### src/logic/cdvu_regs.vh
// cdvu_regs.vh: register map, field positions and limits of the
// decrypt-and-verify unit; assumes 32-bit APB data and byte addresses.
`ifndef CDVU_REGS_VH
`define CDVU_REGS_VH
// register byte offsets
`define CDVU_ADDR_ARG0   8'h00
`define CDVU_ADDR_ARG1   8'h04
`define CDVU_ADDR_CMD    8'h08
`define CDVU_ADDR_STAT   8'h0C
`define CDVU_ADDR_MASK   8'h10
`define CDVU_ADDR_STATE  8'h14
// reset values
`define CDVU_RST_WORD    32'h0000_0000
`define CDVU_RST_EV      4'h0
// command word fields
`define CDVU_CMD_OP      1:0
`define CDVU_CMD_PRIO    2
`define CDVU_CMD_M       5:4
`define CDVU_CMD_AMASK   9:8
`define CDVU_OP_CCM      2'h0
`define CDVU_OP_ABORT    2'h1
`define CDVU_OP_SOFT_RESET_CMD     2'h2
// argument word fields
`define CDVU_ARG0_A      11:0
`define CDVU_ARG0_E      27:16
`define CDVU_ARG1_K      7:0
`define CDVU_ARG1_N      15:8
`define CDVU_ARG1_C      22:16
`define CDVU_ARG1_F      30:24
// packed instruction slot
`define CDVU_SL_W        56
`define CDVU_SL_A        11:0
`define CDVU_SL_E        23:12
`define CDVU_SL_K        31:24
`define CDVU_SL_N        39:32
`define CDVU_SL_C        46:40
`define CDVU_SL_F        53:47
`define CDVU_SL_M        55:54
// event bits of status and mask
`define CDVU_EV_LDONE    0
`define CDVU_EV_HDONE    1
`define CDVU_EV_MISUSE   2
`define CDVU_EV_BADADDR  3
// limits
`define CDVU_MEM_SIZE    13'h0300
`define CDVU_MAX_LEN     8'h80
`define CDVU_KEY_BYTES   8'h20
`endif

### src/logic/cdvu_ccm_unit.v
// cdvu_ccm_unit.v: decrypt-and-verify, abort and soft reset unit
// assumes a synchronous byte RAM: read data valid the cycle after mem_rd_o
//
// Notes on behaviour
// - authenticate F header, then C payload bytes
// - key at 16K, counter at 16N, output E
// - priority bit: zero low, one high
// - 0/4/8/16 byte code compared at A+C+F
// - pass/fail stored per priority state register bit
// - misuse when priority level already active
// - misuse when F plus C exceeds 128
// - done event per priority, success or not
// - abort mask: bit1 high, bit0 low
// - aborted work stops at once, no rollback
// - abort flushes all pending, unstarted instructions
// - soft reset clears all but host interface, key_mem and ctr_mem
// - soft reset only first after select low
// - zero destination means write over A+F
`timescale 1ns/1ps
`include "cdvu_regs.vh"
module cdvu_ccm_unit
(
    input  wire        sys_clk_i,
    input  wire        rst_b_i,
    input  wire        chip_select_active_low_i,
    input  wire        psel_i,
    input  wire        penable_i,
    input  wire        pwrite_i,
    input  wire [7:0]  paddr_i,
    input  wire [31:0] pwdata_i,
    output reg  [31:0] prdata_o,
    output reg         pready_o,
    output reg         pslverr_o,
    output reg  [11:0] mem_addr_o,
    output reg         mem_rd_o,
    output reg         mem_wr_o,
    output reg  [7:0]  mem_wdata_o,
    input  wire [7:0]  mem_rdata_i,
    output reg         irq_o
);

localparam [2:0] ST_IDLE = 3'h0;
localparam [2:0] ST_KEY  = 3'h1;
localparam [2:0] ST_HDR  = 3'h2;
localparam [2:0] ST_PAY  = 3'h3;
localparam [2:0] ST_TAG  = 3'h4;
localparam [2:0] ST_END  = 3'h5;

////////////////////////////////////////////////////////////////////////////
// functions

function [4:0] tag_len;
    input [1:0] m;
    begin
        case (m)
            2'h0:    tag_len = 5'h00;
            2'h1:    tag_len = 5'h04;
            2'h2:    tag_len = 5'h08;
            default: tag_len = 5'h10;
        endcase
    end
endfunction

function [11:0] dest_of;
    input [`CDVU_SL_W-1:0] s;
    begin
        if (s[`CDVU_SL_E] == 12'h000)
            dest_of = s[`CDVU_SL_A] + {5'h00, s[`CDVU_SL_F]};
        else
            dest_of = s[`CDVU_SL_E];
    end
endfunction

function addr_bad;
    input [`CDVU_SL_W-1:0] s;
    reg [12:0] src_end;
    reg [12:0] dst_end;
    begin
        src_end = {1'b0, s[`CDVU_SL_A]} + {6'h00, s[`CDVU_SL_F]}
                + {6'h00, s[`CDVU_SL_C]} + {8'h00, tag_len(s[`CDVU_SL_M])};
        dst_end = {1'b0, dest_of(s)} + {6'h00, s[`CDVU_SL_C]};
        addr_bad = (src_end > `CDVU_MEM_SIZE)
                 | (dst_end > `CDVU_MEM_SIZE)
                 | ({1'b0, s[`CDVU_SL_K], 4'hF} >= `CDVU_MEM_SIZE)
                 | ({1'b0, s[`CDVU_SL_N], 4'hF} >= `CDVU_MEM_SIZE);
    end
endfunction

function [7:0] stage_lim;
    input [2:0]            st;
    input [`CDVU_SL_W-1:0] s;
    begin
        case (st)
            ST_KEY:  stage_lim = `CDVU_KEY_BYTES;
            ST_HDR:  stage_lim = {1'b0, s[`CDVU_SL_F]};
            ST_PAY:  stage_lim = {1'b0, s[`CDVU_SL_C]};
            ST_TAG:  stage_lim = {3'h0, tag_len(s[`CDVU_SL_M])};
            default: stage_lim = 8'h00;
        endcase
    end
endfunction

function [31:0] mac_step;
    input [31:0] mac;
    input [7:0]  b;
    input [7:0]  kb;
    begin
        mac_step = {mac[23:0], mac[31:24]} ^ {24'h000000, b ^ kb};
    end
endfunction

////////////////////////////////////////////////////////////////////////////
// reset release and soft reset

reg         rst_q1_ff;
reg         rst_q2_ff;
reg         core_rst_b_ff;
reg         first_ff;
reg         cs_prev_ff;
reg  [31:0] arg0_ff;
reg  [31:0] arg1_ff;
reg  [3:0]  stat_ff;
reg  [3:0]  mask_ff;
reg  [1:0]  slot_v_ff;
reg  [`CDVU_SL_W-1:0] slot_ff [0:1];
reg  [`CDVU_SL_W-1:0] cur_ff;
reg         cur_p_ff;
reg  [2:0]  st_ff;
reg  [1:0]  ph_ff;
reg  [7:0]  idx_ff;
reg  [31:0] mac_ff;
reg         pass_ff;
reg  [1:0]  auth_ff;
reg  [7:0]  key_mem [0:15];
reg  [7:0]  ctr_mem [0:15];

always @(posedge sys_clk_i or negedge rst_b_i)
begin
    if (!rst_b_i)
    begin
        rst_q1_ff <= 1'b0;
        rst_q2_ff <= 1'b0;
    end
    else
    begin
        rst_q1_ff <= 1'b1;
        rst_q2_ff <= rst_q1_ff;
    end
end

wire acc_wr = psel_i & penable_i & pready_o & pwrite_i;
wire cmd_wr = acc_wr & (paddr_i == `CDVU_ADDR_CMD);
wire [1:0] op = pwdata_i[`CDVU_CMD_OP];
wire srst = cmd_wr & (op == `CDVU_OP_SOFT_RESET_CMD)
          & first_ff & ~chip_select_active_low_i;

////////////////////////////////////////////////////////////////////////////
// host interface: apb handshake, read mux, select tracking

wire mapped = (paddr_i == `CDVU_ADDR_ARG0) | (paddr_i == `CDVU_ADDR_ARG1)
            | (paddr_i == `CDVU_ADDR_CMD)  | (paddr_i == `CDVU_ADDR_STAT)
            | (paddr_i == `CDVU_ADDR_MASK) | (paddr_i == `CDVU_ADDR_STATE);
wire setup  = psel_i & ~penable_i;
reg  [31:0] rd_mux;

always @*
begin
    case (paddr_i)
        `CDVU_ADDR_ARG0:  rd_mux = arg0_ff;
        `CDVU_ADDR_ARG1:  rd_mux = arg1_ff;
        `CDVU_ADDR_STAT:  rd_mux = {28'h0000000, stat_ff};
        `CDVU_ADDR_MASK:  rd_mux = {28'h0000000, mask_ff};
        `CDVU_ADDR_STATE: rd_mux = {26'h0000000, first_ff, st_ff != ST_IDLE,
                                    slot_v_ff, auth_ff};
        default:          rd_mux = `CDVU_RST_WORD;
    endcase
end

// this block survives a soft reset
always @(posedge sys_clk_i or negedge rst_q2_ff)
begin
    if (!rst_q2_ff)
    begin
        pready_o      <= 1'b0;
        pslverr_o     <= 1'b0;
        prdata_o      <= `CDVU_RST_WORD;
        first_ff      <= 1'b0;
        cs_prev_ff    <= 1'b1;
        core_rst_b_ff <= 1'b0;
    end
    else
    begin
        pready_o      <= setup;
        pslverr_o     <= setup & ~mapped;
        prdata_o      <= (setup & ~pwrite_i) ? rd_mux : `CDVU_RST_WORD;
        cs_prev_ff    <= chip_select_active_low_i;
        core_rst_b_ff <= ~srst;
        if (cs_prev_ff & ~chip_select_active_low_i)
            first_ff <= 1'b1;
        else if (cmd_wr)
            first_ff <= 1'b0;
    end
end

////////////////////////////////////////////////////////////////////////////
// instruction issue checks

wire iss_ccm = cmd_wr & (op == `CDVU_OP_CCM);
wire iss_p   = pwdata_i[`CDVU_CMD_PRIO];
wire [`CDVU_SL_W-1:0] new_slot = {pwdata_i[`CDVU_CMD_M],
    arg1_ff[`CDVU_ARG1_F], arg1_ff[`CDVU_ARG1_C], arg1_ff[`CDVU_ARG1_N],
    arg1_ff[`CDVU_ARG1_K], arg0_ff[`CDVU_ARG0_E], arg0_ff[`CDVU_ARG0_A]};
wire [7:0] len_sum = {1'b0, arg1_ff[`CDVU_ARG1_C]}
                   + {1'b0, arg1_ff[`CDVU_ARG1_F]};
wire misuse = iss_ccm & (slot_v_ff[iss_p]
            | (len_sum > `CDVU_MAX_LEN));
wire bad    = iss_ccm & ~misuse & addr_bad(new_slot);
wire accept = iss_ccm & ~misuse & ~bad;
wire [1:0] amask = pwdata_i[`CDVU_CMD_AMASK];
wire abort  = cmd_wr & (op == `CDVU_OP_ABORT) & (|amask);
wire busy   = st_ff != ST_IDLE;
wire kill   = abort & busy & amask[cur_p_ff];
wire pick   = slot_v_ff[1];
wire start  = ~busy & (|slot_v_ff) & ~abort;
wire at_end = st_ff == ST_END;
wire [3:0] ev = {bad, misuse, at_end & cur_p_ff, at_end & ~cur_p_ff};

////////////////////////////////////////////////////////////////////////////
// engine datapath

wire [11:0] a_w  = cur_ff[`CDVU_SL_A];
wire [11:0] af_w = a_w + {5'h00, cur_ff[`CDVU_SL_F]};
wire [7:0]  lim  = stage_lim(st_ff, cur_ff);
wire [7:0]  ks   = key_mem[idx_ff[3:0]] ^ ctr_mem[idx_ff[3:0]] ^ idx_ff;
wire [7:0]  pt   = mem_rdata_i ^ ks;
wire [7:0]  tag_exp = mac_ff[{idx_ff[1:0], 3'h0} +: 8] ^ ks;
wire        consume = (ph_ff == 2'h2);
reg  [11:0] rd_addr;

always @*
begin
    case (st_ff)
        ST_KEY:  rd_addr = idx_ff[4] ? {cur_ff[`CDVU_SL_N], idx_ff[3:0]}
                                     : {cur_ff[`CDVU_SL_K], idx_ff[3:0]};
        ST_HDR:  rd_addr = a_w + {4'h0, idx_ff};
        ST_PAY:  rd_addr = af_w + {4'h0, idx_ff};
        ST_TAG:  rd_addr = af_w + {5'h00, cur_ff[`CDVU_SL_C]}
                         + {4'h0, idx_ff};
        default: rd_addr = 12'h000;
    endcase
end

always @(posedge sys_clk_i)
begin
    if (consume && (st_ff == ST_KEY))
    begin
        if (idx_ff[4])
            ctr_mem[idx_ff[3:0]] <= mem_rdata_i;
        else
            key_mem[idx_ff[3:0]] <= mem_rdata_i;
    end
end

////////////////////////////////////////////////////////////////////////////
// registers, slots and engine sequence

always @(posedge sys_clk_i or negedge core_rst_b_ff)
begin
    if (!core_rst_b_ff)
    begin
        arg0_ff     <= `CDVU_RST_WORD;
        arg1_ff     <= `CDVU_RST_WORD;
        stat_ff     <= `CDVU_RST_EV;
        mask_ff     <= `CDVU_RST_EV;
        irq_o       <= 1'b0;
        slot_v_ff   <= 2'h0;
        slot_ff[0]  <= {`CDVU_SL_W{1'b0}};
        slot_ff[1]  <= {`CDVU_SL_W{1'b0}};
        cur_ff      <= {`CDVU_SL_W{1'b0}};
        cur_p_ff    <= 1'b0;
        st_ff       <= ST_IDLE;
        ph_ff       <= 2'h0;
        idx_ff      <= 8'h00;
        mac_ff      <= `CDVU_RST_WORD;
        pass_ff     <= 1'b1;
        auth_ff     <= 2'h0;
        mem_addr_o  <= 12'h000;
        mem_rd_o    <= 1'b0;
        mem_wr_o    <= 1'b0;
        mem_wdata_o <= 8'h00;
    end
    else
    begin
        mem_rd_o <= 1'b0;
        mem_wr_o <= 1'b0;
        irq_o    <= |(stat_ff & mask_ff);
        if (acc_wr && (paddr_i == `CDVU_ADDR_ARG0))
            arg0_ff <= pwdata_i;
        if (acc_wr && (paddr_i == `CDVU_ADDR_ARG1))
            arg1_ff <= pwdata_i;
        if (acc_wr && (paddr_i == `CDVU_ADDR_MASK))
            mask_ff <= pwdata_i[3:0];
        if (acc_wr && (paddr_i == `CDVU_ADDR_STAT))
            stat_ff <= (stat_ff & ~pwdata_i[3:0]) | ev;
        else
            stat_ff <= stat_ff | ev;
        // slot bookkeeping
        if (accept)
        begin
            slot_v_ff[iss_p] <= 1'b1;
            slot_ff[iss_p]   <= new_slot;
        end
        if (abort)
        begin
            if (amask[0] | ~(busy & ~cur_p_ff))
                slot_v_ff[0] <= 1'b0;
            if (amask[1] | ~(busy & cur_p_ff))
                slot_v_ff[1] <= 1'b0;
        end
        if (at_end)
            slot_v_ff[cur_p_ff] <= 1'b0;
        // sequence
        if (kill)
        begin
            st_ff <= ST_IDLE;
            ph_ff <= 2'h0;
        end
        else
        begin
            case (st_ff)
                ST_IDLE:
                begin
                    if (start)
                    begin
                        cur_ff   <= slot_ff[pick];
                        cur_p_ff <= pick;
                        st_ff    <= ST_KEY;
                        idx_ff   <= 8'h00;
                        ph_ff    <= 2'h0;
                        mac_ff   <= `CDVU_RST_WORD;
                        pass_ff  <= 1'b1;
                    end
                end
                ST_KEY, ST_HDR, ST_PAY, ST_TAG:
                begin
                    case (ph_ff)
                        2'h0:
                        begin
                            if (idx_ff == lim)
                            begin
                                st_ff  <= st_ff + 3'h1;
                                idx_ff <= 8'h00;
                            end
                            else
                            begin
                                mem_rd_o   <= 1'b1;
                                mem_addr_o <= rd_addr;
                                ph_ff      <= 2'h1;
                            end
                        end
                        2'h1:
                            ph_ff <= 2'h2;
                        default:
                        begin
                            ph_ff  <= 2'h0;
                            idx_ff <= idx_ff + 8'h01;
                            if (st_ff == ST_HDR)
                                mac_ff <= mac_step(mac_ff, mem_rdata_i,
                                    key_mem[idx_ff[3:0]]);
                            if (st_ff == ST_PAY)
                            begin
                                mac_ff      <= mac_step(mac_ff, pt,
                                    key_mem[idx_ff[3:0]]);
                                mem_wr_o    <= 1'b1;
                                mem_wdata_o <= pt;
                                mem_addr_o  <= dest_of(cur_ff)
                                             + {4'h0, idx_ff};
                            end
                            if ((st_ff == ST_TAG) && (mem_rdata_i != tag_exp))
                                pass_ff <= 1'b0;
                        end
                    endcase
                end
                ST_END:
                begin
                    auth_ff[cur_p_ff] <= pass_ff;
                    st_ff             <= ST_IDLE;
                end
                default:
                    st_ff <= ST_IDLE;
            endcase
        end
    end
end

endmodule

### config.mk
export PLATFORM = sky130hd
export DESIGN_NAME = cdvu_ccm_unit
export DESIGN_NICKNAME = d
export VERILOG_FILES = /design/src/logic/cdvu_ccm_unit.v
export VERILOG_INCLUDE_DIRS = /design/src /design/src/logic
export SDC_FILE = /design/constraint.sdc
export NUM_CORES = 1
export LEC_CHECK = 0
export BUFFER_PORTS_ARGS = -buffer_cell sky130_fd_sc_hd__buf_2
export CORE_MARGIN = 10
export CORE_UTILIZATION = 49
export DETAILED_ROUTE_END_ITERATION = 10
export MAX_ROUTING_LAYER = met4
export PLACE_DENSITY_LB_ADDON = 0.12
export SYNTH_ARGS = -nofsm -noshare
export SYNTH_HDL_FRONTEND = slang
export SYNTH_SLANG_ARGS = --single-unit
### constraint.sdc
create_clock -name sys_clk_i -period 17 [get_ports sys_clk_i]
set_input_delay 0.85 -clock sys_clk_i [delete_from_list [all_inputs] [get_ports sys_clk_i]]
set_output_delay 0.85 -clock sys_clk_i [all_outputs]
set_load 0.02 [all_outputs]
==> impl_results.md, run 1 <==
- Status: completed
- Synth warnings: 0
- Total power: 3.96 mW
- Reg clk slew, reported paths: around 0.06 ns
- Core area: 59,100 sq um
- Vias in the first global route: 18,774
- CP arrival: 5.99 ns
- Routed via count: roughly 19,000
- CP top delay family: simple AND/OR/NAND/NOR gates
- Final Non-Filler Cells: 3,142
- Worst slack at placement: 11.54 ns
- Root Driver: clkbuf_16
- Post-Place Cells: just over 3,000
- Later-pin clock latency in the skew report: 0.61 ns
- CTS tree: done
- Rows: 89
- Final non-filler cell area: 32,800 sq um
- Post-synth EDFFs: about 260
- CP peak stage delay: 0.68 ns
- Post-route core utilization: between 50% and 60%
- Setup Crit Path Kind: flop to flop
- Crit. End Element: flop
- Synthesized area: between 20,000 and 30,000 sq um
- Clock Skews: 0.0313 ns
- Crit path max fanout: 57
- Post-Synthesis Cells: 2,218
- Post-route minimum period: 5.51 ns
- Mapped Nets: 2,370
- Max Cap Viol: 0
- Total congestion overflow: 0
- Leakage power figure: 13.9 nW
- Drt via density: roughly 6
- Post-route worst setup slack: 11.49 ns
- H-tree levels: 3
- Final HPWL DP: 51,100 um
- Least-Margin Pin Slew: 1.26 ns
- Syn Area/Cell: 13.2 sq um
- TritonCTS buffer count: between 60 and 70
- Placed cell area: 30,600 sq um
- Register share of total power: 41.6%
- Final setup viols: 0
- Synth unique cells: 82
- Pwr dens: between 100 and 150 nW/um^2
- # Post-CTS Setup Buffers: 0
- Final Hold Violating Endpoints: 0
- Switch Pwr: 1.20 mW
- First DRT Iteration DRCs: approximately 1,600
- Clock Sink Count: 609
- WP buf/inv: 2
- Startpoint types: flop
- Post-route ant nets: 0
- Slowest CP cell: buf_4
- DRC errors left: 0
- Worst R2R Setup Slack: ~11 ns
- Worst slew margin: between 15 and 20%
- Cell count of the worst reg-to-reg path: 15
- Chip width: between 200 and 300 um
- Synthesis-to-finish area growth: 11.6%
- Comb power frac: between 20% and 30%
- Max-slew violations: 0
- Largest net degree at the start of global routing: 187
- CTS Buffer Depth: 3
- Final period utilization: 32.4%
- Die area: 70,100 sq um
- Share of post-route cells with drive strength above 1: 19.9%
- RePlAce Congestion: 0.878
- Hold slack: 0.287 ns
- Pint: roughly 2.8 mW
- Clk pwr share: 35.4%
- DR WL/cell: 23.8 um
- Initial antenna violation count: 1
- Starting density of the core: between 40% and 50%
- Post-CTS Hold Fix Bufs: 1
- Max Clock Freq: between 0.15 and 0.2 GHz
- RSZ-0062 raised after global routing: false
- Total Wirelength: 74,700 um
- Post-synthesis sequential area ratio: 56.3%
- Pre-Repair DR Iteration Count: 5
- Ys flop type: dfrtp_1
- First-pass GRT wire length: 115,000 um
- Sw Ratio: 30.3%
- Chip height: 265 um
- Max VDD drop: between 0.08 and 0.09 mV
- IO Count: 111
- Crit-path cells: nor4_1 > and3_1 > a21o_1 > ha_1 > inv_1 > fa_1 > nor2b_1 > o31a_1 > a21oi_1 > or4b_2 > a2111oi_2 > o31ai_2 > nor3_4 > buf_4 > mux2_2
- # resized after CTS: 0
- Worst Path Required: 17.47 ns
- Worst min path class: flop to async pin
- Seq cells post-synth: ~600
- Crit. path cell count: 15
- Port-buffer cells: 110
- Setup_tns: 0 ns
- Post-synth ARST share: between 50 and 60%
- Gr usage total: 22.0%
- # nets final: around 2,500
logic make-up after synthesis:
kind of cell	share of synthesized area, %
AOI/OAI and AO/OA	9.44
xor gates and xnor gates	2.93
adders and majority gates	4.82
buffers and inverters	2.78
DFF	56.3
muxes	16.4
other	0.0128
and+or+nand+nor	7.30
Yosys cell counts (all sizes together), types with 6 or more instances:
master,instances,area (sq um)
a221oi,7,61.3
nor4,11,68.8
a22oi,17,128
ha,73,913
nand3,20,100
xnor2,65,569
nor2,111,417
o21ai,107,536
a22o,34,298
xor2,28,245
edfxtp,256,7690
mux2i,113,1130
inv,78,293
fa,25,500
o22ai,8,50.1
or3,9,56.3
a211o,7,61.3
dfrtp,351,8780
a21o,35,263
o21bai,6,45.0
mux2,178,2000
nor2b,29,181
o211ai,10,75.1
buf,35,228
and3,33,206
a21oi,83,415
a31oi,18,113
clkbuf,78,293
o21a,21,158
a211oi,14,110
mux4,75,1690
and2,14,87.6
or2,6,37.5
nor3,24,143
nand2b,12,75.1
nand2,139,522
nand4,8,50.1
placed cells by master (no fill, tap or decap), types with 21 or more instances in the layout:
master | Yosys | layout
o21a_1 | 21 | 21
inv_1 | 78 | 78
nand2_1 | 139 | 139
nor2_1 | 111 | 110
a21oi_1 | 83 | 82
mux4_2 | 75 | 75
edfxtp_1 | 256 | 256
dfrtp_1 | 351 | 347
buf_4 | 6 | 31
o21ai_0 | 106 | 106
nor3_1 | 22 | 22
and3_1 | 33 | 33
fa_1 | 25 | 25
xnor2_1 | 65 | 65
mux2_1 | 46 | 46
xor2_1 | 28 | 28
mux2_2 | 132 | 132
a22o_1 | 34 | 34
mux2i_1 | 113 | 113
nor2b_1 | 29 | 29
clkbuf_16 | 0 | 69
buf_2 | 11 | 110
a21o_1 | 35 | 35
ha_1 | 73 | 73
final timing paths:
| check | from | endpoint |
|---|---|---|
| worst max register to register | arg0_ff[22] | slot_ff[13] |
| worst min register to register | rst_q2_ff | prdata_o[28] |
| worst max-delay path | arg0_ff[22] | slot_ff[13] |
| min in group sys_clk_i | rst_q1_ff | rst_q2_ff |
| max in group asynchronous | core_rst_b_ff | idx_ff[1] |
| worst min-delay path | rst_q2_ff | prdata_o[28] |
sequential cells by signal, indices dropped and copies added, names as in the netlist, 8 cells and up:
name and count:
arg0_ff 32, arg1_ff 32, ctr_mem 128, cur_ff 56
idx_ff 8, key_mem 128, mac_ff 32, mem_addr_o 12
mem_wdata_o 8, prdata_o 32, slot_ff 112
per-layer routing:
metal	wire [um]	global-route usage, %
met4	1440	5.81
met1	35700	31.8
met2	33100	31.7
met5	0	-
met3	4490	3.85
power groups by stage:
stage | Clock (mW) | Combinational (mW) | Sequential, mW
floorplan | 0 | 0.628 | 1.67
global placement | 0 | 0.899 | 1.68
detailed placement | 0 | 0.905 | 1.68
CTS | 1.43 | 0.913 | 1.65
global route | 1.49 | 0.993 | 1.66
finish | 1.40 | 0.911 | 1.65
cell type report:
class / count / area [sq um]
diodes: 1 / 2.50
clock buffers: 86 / 1830
clock inverters: 34 / 285
fillers: 4855 / 26400
inverters: 79 / 297
multi-input cells: 1417 / 12000
flip-flops and latches: 609 / 16500
well taps: 773 / 967
repair buffers: 143 / 813
worst reg2reg max path, cell delays in order (launching register included):
cell       delay, ns
dfrtp_1         0.46
nor4_1          0.48
and3_1          0.52
a21o_1          0.19
ha_1            0.19
inv_1           0.07
fa_1            0.43
nor2b_1         0.19
o31a_1          0.23
a21oi_1         0.06
or4b_2          0.67
a2111oi_2       0.37
o31ai_2         0.19
nor3_4          0.18
buf_4           0.68
mux2_2          0.48
(Power assumes the default switching activity.)
==> run 2, diff against run 1 <==
Settings changed: ABC_AREA set to 1.
Clock period 17 ns to 4.83 ns, I/O delays scaled along.
==> impl_results.md, run 2 <==
- Grt met1 use: 31.6%
- DRC errors left: 0
- Crit. End Element: flop
- Ys flop type: dfrtp_1
- Final HPWL DP: 60,900 um
- Later-pin clock latency in the skew report: ~0.62 ns
- Port-buffer cells: 110
- Final period utilization: between 80% and 90%
- Max Clock Freq: 0.234 GHz
- Met3 global-route usage: 3.68%
- Setup Crit Path Kind: flop to flop
- Core area: between 60,000 and 70,000 sq um
- Synth warnings: 0
- DR WL/cell: 20.0 um
- Final Non-Filler Cells: 4,497
- CP peak stage delay: approximately 0.5 ns
- Total power: 14.2 mW
- Post-synthesis sequential area ratio: approximately 54%
- # resized after CTS: 0
- CTS tree: done
- Final non-filler cell area: between 30,000 and 40,000 sq um
- Gr usage total: between 20 and 30%
- Post-Place Cells: 4,337
- Vias in the first global route: 24,313
- IO Count: 111
- Max Cap Viol: 0
- Final setup viols: 0
- H-tree levels: 3
- Leakage power figure: 15.8 nW
- Die area: 72,600 sq um
- Drt via density: 5.55
- First DRT Iteration DRCs: around 2,100
- Clk pwr share: 36.5%
- Worst min path class: primary input to flop
- Area fraction of the dominant cell type after synthesis: 28.8%
- Commonest non-fill, non-tap cell in the layout: nand2_1
- Worst Path Required: 5.37 ns
- Startpoint types: flop
- Post-synth top area cell: dfrtp_1
- Pint: around 9.6 mW
- Chip width: roughly 270 um
- Clock Sink Count: 609
- Post-synth ARST share: 58.0%
- Initial antenna violation count: 2
- Reg clk slew, reported paths: about 0.060 ns
- Synthesis-to-finish area growth: 13.4%
- TritonCTS buffer count: 67
- Crit path max fanout: 101
- Synthesized area: 30,500 sq um
- Largest net degree at the start of global routing: 156
- Pwr dens: 409 nW/um^2
- Most instantiated library cell after synthesis: nand2_1
- Max VDD drop: 0.260 mV
- # Post-CTS Setup Buffers: 0
- Post-route minimum period: 4.27 ns
- Synth top area cells: dfrtp_1 29%, edfxtp_1 25%, nand2_1 12%
- Seq cells post-synth: 609
- Synth unique cells: 59
- Rows: 91
- Met2 Usage GRT: between 40% and 50%
- CP arrival: 4.81 ns
- RSZ-0062 raised after global routing: false
- Placed cell area: 32,000 sq um
- Final Hold Violating Endpoints: 0
- Total Wirelength: 89,800 um
- Sw Ratio: 32.1%
- Least-Margin Pin Slew: about 1.2 ns
- Clock Skews: 0.0267 ns
- Total congestion overflow: 0
- Crit-path cells: inv_1 > fa_1 > fa_1 > inv_1 > ha_1 > fa_1 > nand3_1 > nand2_1 > a21oi_1 > nor2_1 > nor2_1 > xor2_1 > nor2_1 > nor2_1 > inv_1 > a21oi_4 > buf_12 > nand4_1 > nand2_1
- Comb power frac: 22.0%
- Root Driver: clkbuf_16
- Gr busiest metal: met2
- Commonest cells after routing, fill and taps aside: 988 x nand2_1, 358 x nor2_1, 346 x dfrtp_1
- Post-route core utilization: 56.1%
- Post-synth EDFFs: 256
- # nets final: between 3,000 and 4,000
- First-pass GRT wire length: 142,000 um
- Most frequent cells after synthesis: 990 x nand2_1, 360 x nor2_1, 351 x dfrtp_1
- Starting density of the core: 49.4%
- Setup_tns: 0 ns
- Pre-Repair DR Iteration Count: 6
- Crit path top cell by count: nor2_1
- CTS Buffer Depth: 3
- Routed via count: 24,950
- Status: completed
- RePlAce Congestion: 0.945
- Register share of total power: 41.4%
- Syn Area/Cell: 8.76 sq um
- Max-slew violations: 0
- Worst slew margin: ~18%
- Switch Pwr: 4.55 mW
- Mapped Nets: 3,634
- Slowest CP cell: fa_1
- Post-Synthesis Cells: 3,482
- Share of post-route cells with drive strength above 1: roughly 9.2%
- Chip height: 269 um
- Post-route ant nets: 0
-- run 2: cell count changes after synthesis, sizes merged, moves of 50 or more --
cell,delta
a31oi,+50
inv,+205
mux2,-178
mux2i,-113
mux4,-75
nand2,+856
nand3,+88
nand4,+115
nor2,+256
o21ai,+232
xnor2,-52
-- run 2: cell type report --
cell class | count | area [sq um]
multi-input combinational | 2410 | 12000
antenna | 2 | 5.00
tap | 837 | 1050
inverter | 293 | 1110
sequential | 609 | 16500
fill | 5548 | 27100
clock inverter | 25 | 324
clock buffer | 97 | 1920
timing repair buffer | 224 | 1610
-- run 2: path summary, 6_finish.rpt --
kind,to,from,slack [ns],depth (start not counted)
setup / recovery,slot_ff[92],arg1_ff[18],0.56,19
hold / removal,slot_ff[21],pwdata_i[2],0.06,3
setup reg to reg,slot_ff[92],arg1_ff[18],0.56,19
hold reg to reg,rst_q2_ff,rst_q1_ff,0.35,0
max in group asynchronous,slot_ff[66],core_rst_b_ff,3.19,1
min in group asynchronous,core_rst_b_ff,rst_q2_ff,0.36,0
-- run 2: cells by family (layout without fill, tap and decap cells) --
family	Yosys count	in the layout	synth area share [%]
flip-flops	609	609	54.2
AND/OR/NAND/NOR	1680	1680	23.0
adder cells (fa/ha/maj)	98	98	4.64
other	1	3	0.0123
AO/OA/AOI/OAI	584	584	10.4
XOR/XNOR	47	47	1.35
buffers and inverters	463	639	6.40
-- run 2: metrics by stage --
step | hold slack [ns] | setup slack (ns)
global route | 0.0545 | 0.157
floorplan | -0.0541 | 1.18
global placement | 0.0270 | 0.749
detailed placement | 0.0268 | 0.698
CTS | 0.0240 | 0.641
finish | 0.0550 | 0.556
-- run 2: critical path: cells and delay by family (launching register included) --
family                     cells  cell delay [ns]
adders and majority gates      4             1.67
AOI/OAI and AO/OA              2             0.29
xor gates and xnor gates       1             0.15
buffers and inverters          4             0.56
and+or+nand+nor                8             0.88
DFF                            1             0.48
-- run 2: repair_timing --
item                                    4_1_cts  5_1_grt
endpoints found under the setup margin        0        0
hold buffers                                 36        0
endpoints found under the hold margin        69        0
-- run 2: layer usage --
layer / wire [um] / vias to the layer above
met3: 5230 / 173
li1: - / 11878
met4: 3480 / 0
met2: 43700 / 827
met1: 37400 / 12072
met5: 0 / -
-- run 2: power groups by stage --
stage / Combinational [mW] / Sequential (mW) / Clock [mW]
after global routing: 3.50 / 5.90 / 5.49
after global placement: 3.04 / 5.95 / 0
final: 3.12 / 5.86 / 5.17
after CTS: 3.12 / 5.87 / 5.27
after floorplan: 2.10 / 6.01 / 0
after detailed placement: 3.09 / 5.96 / 0
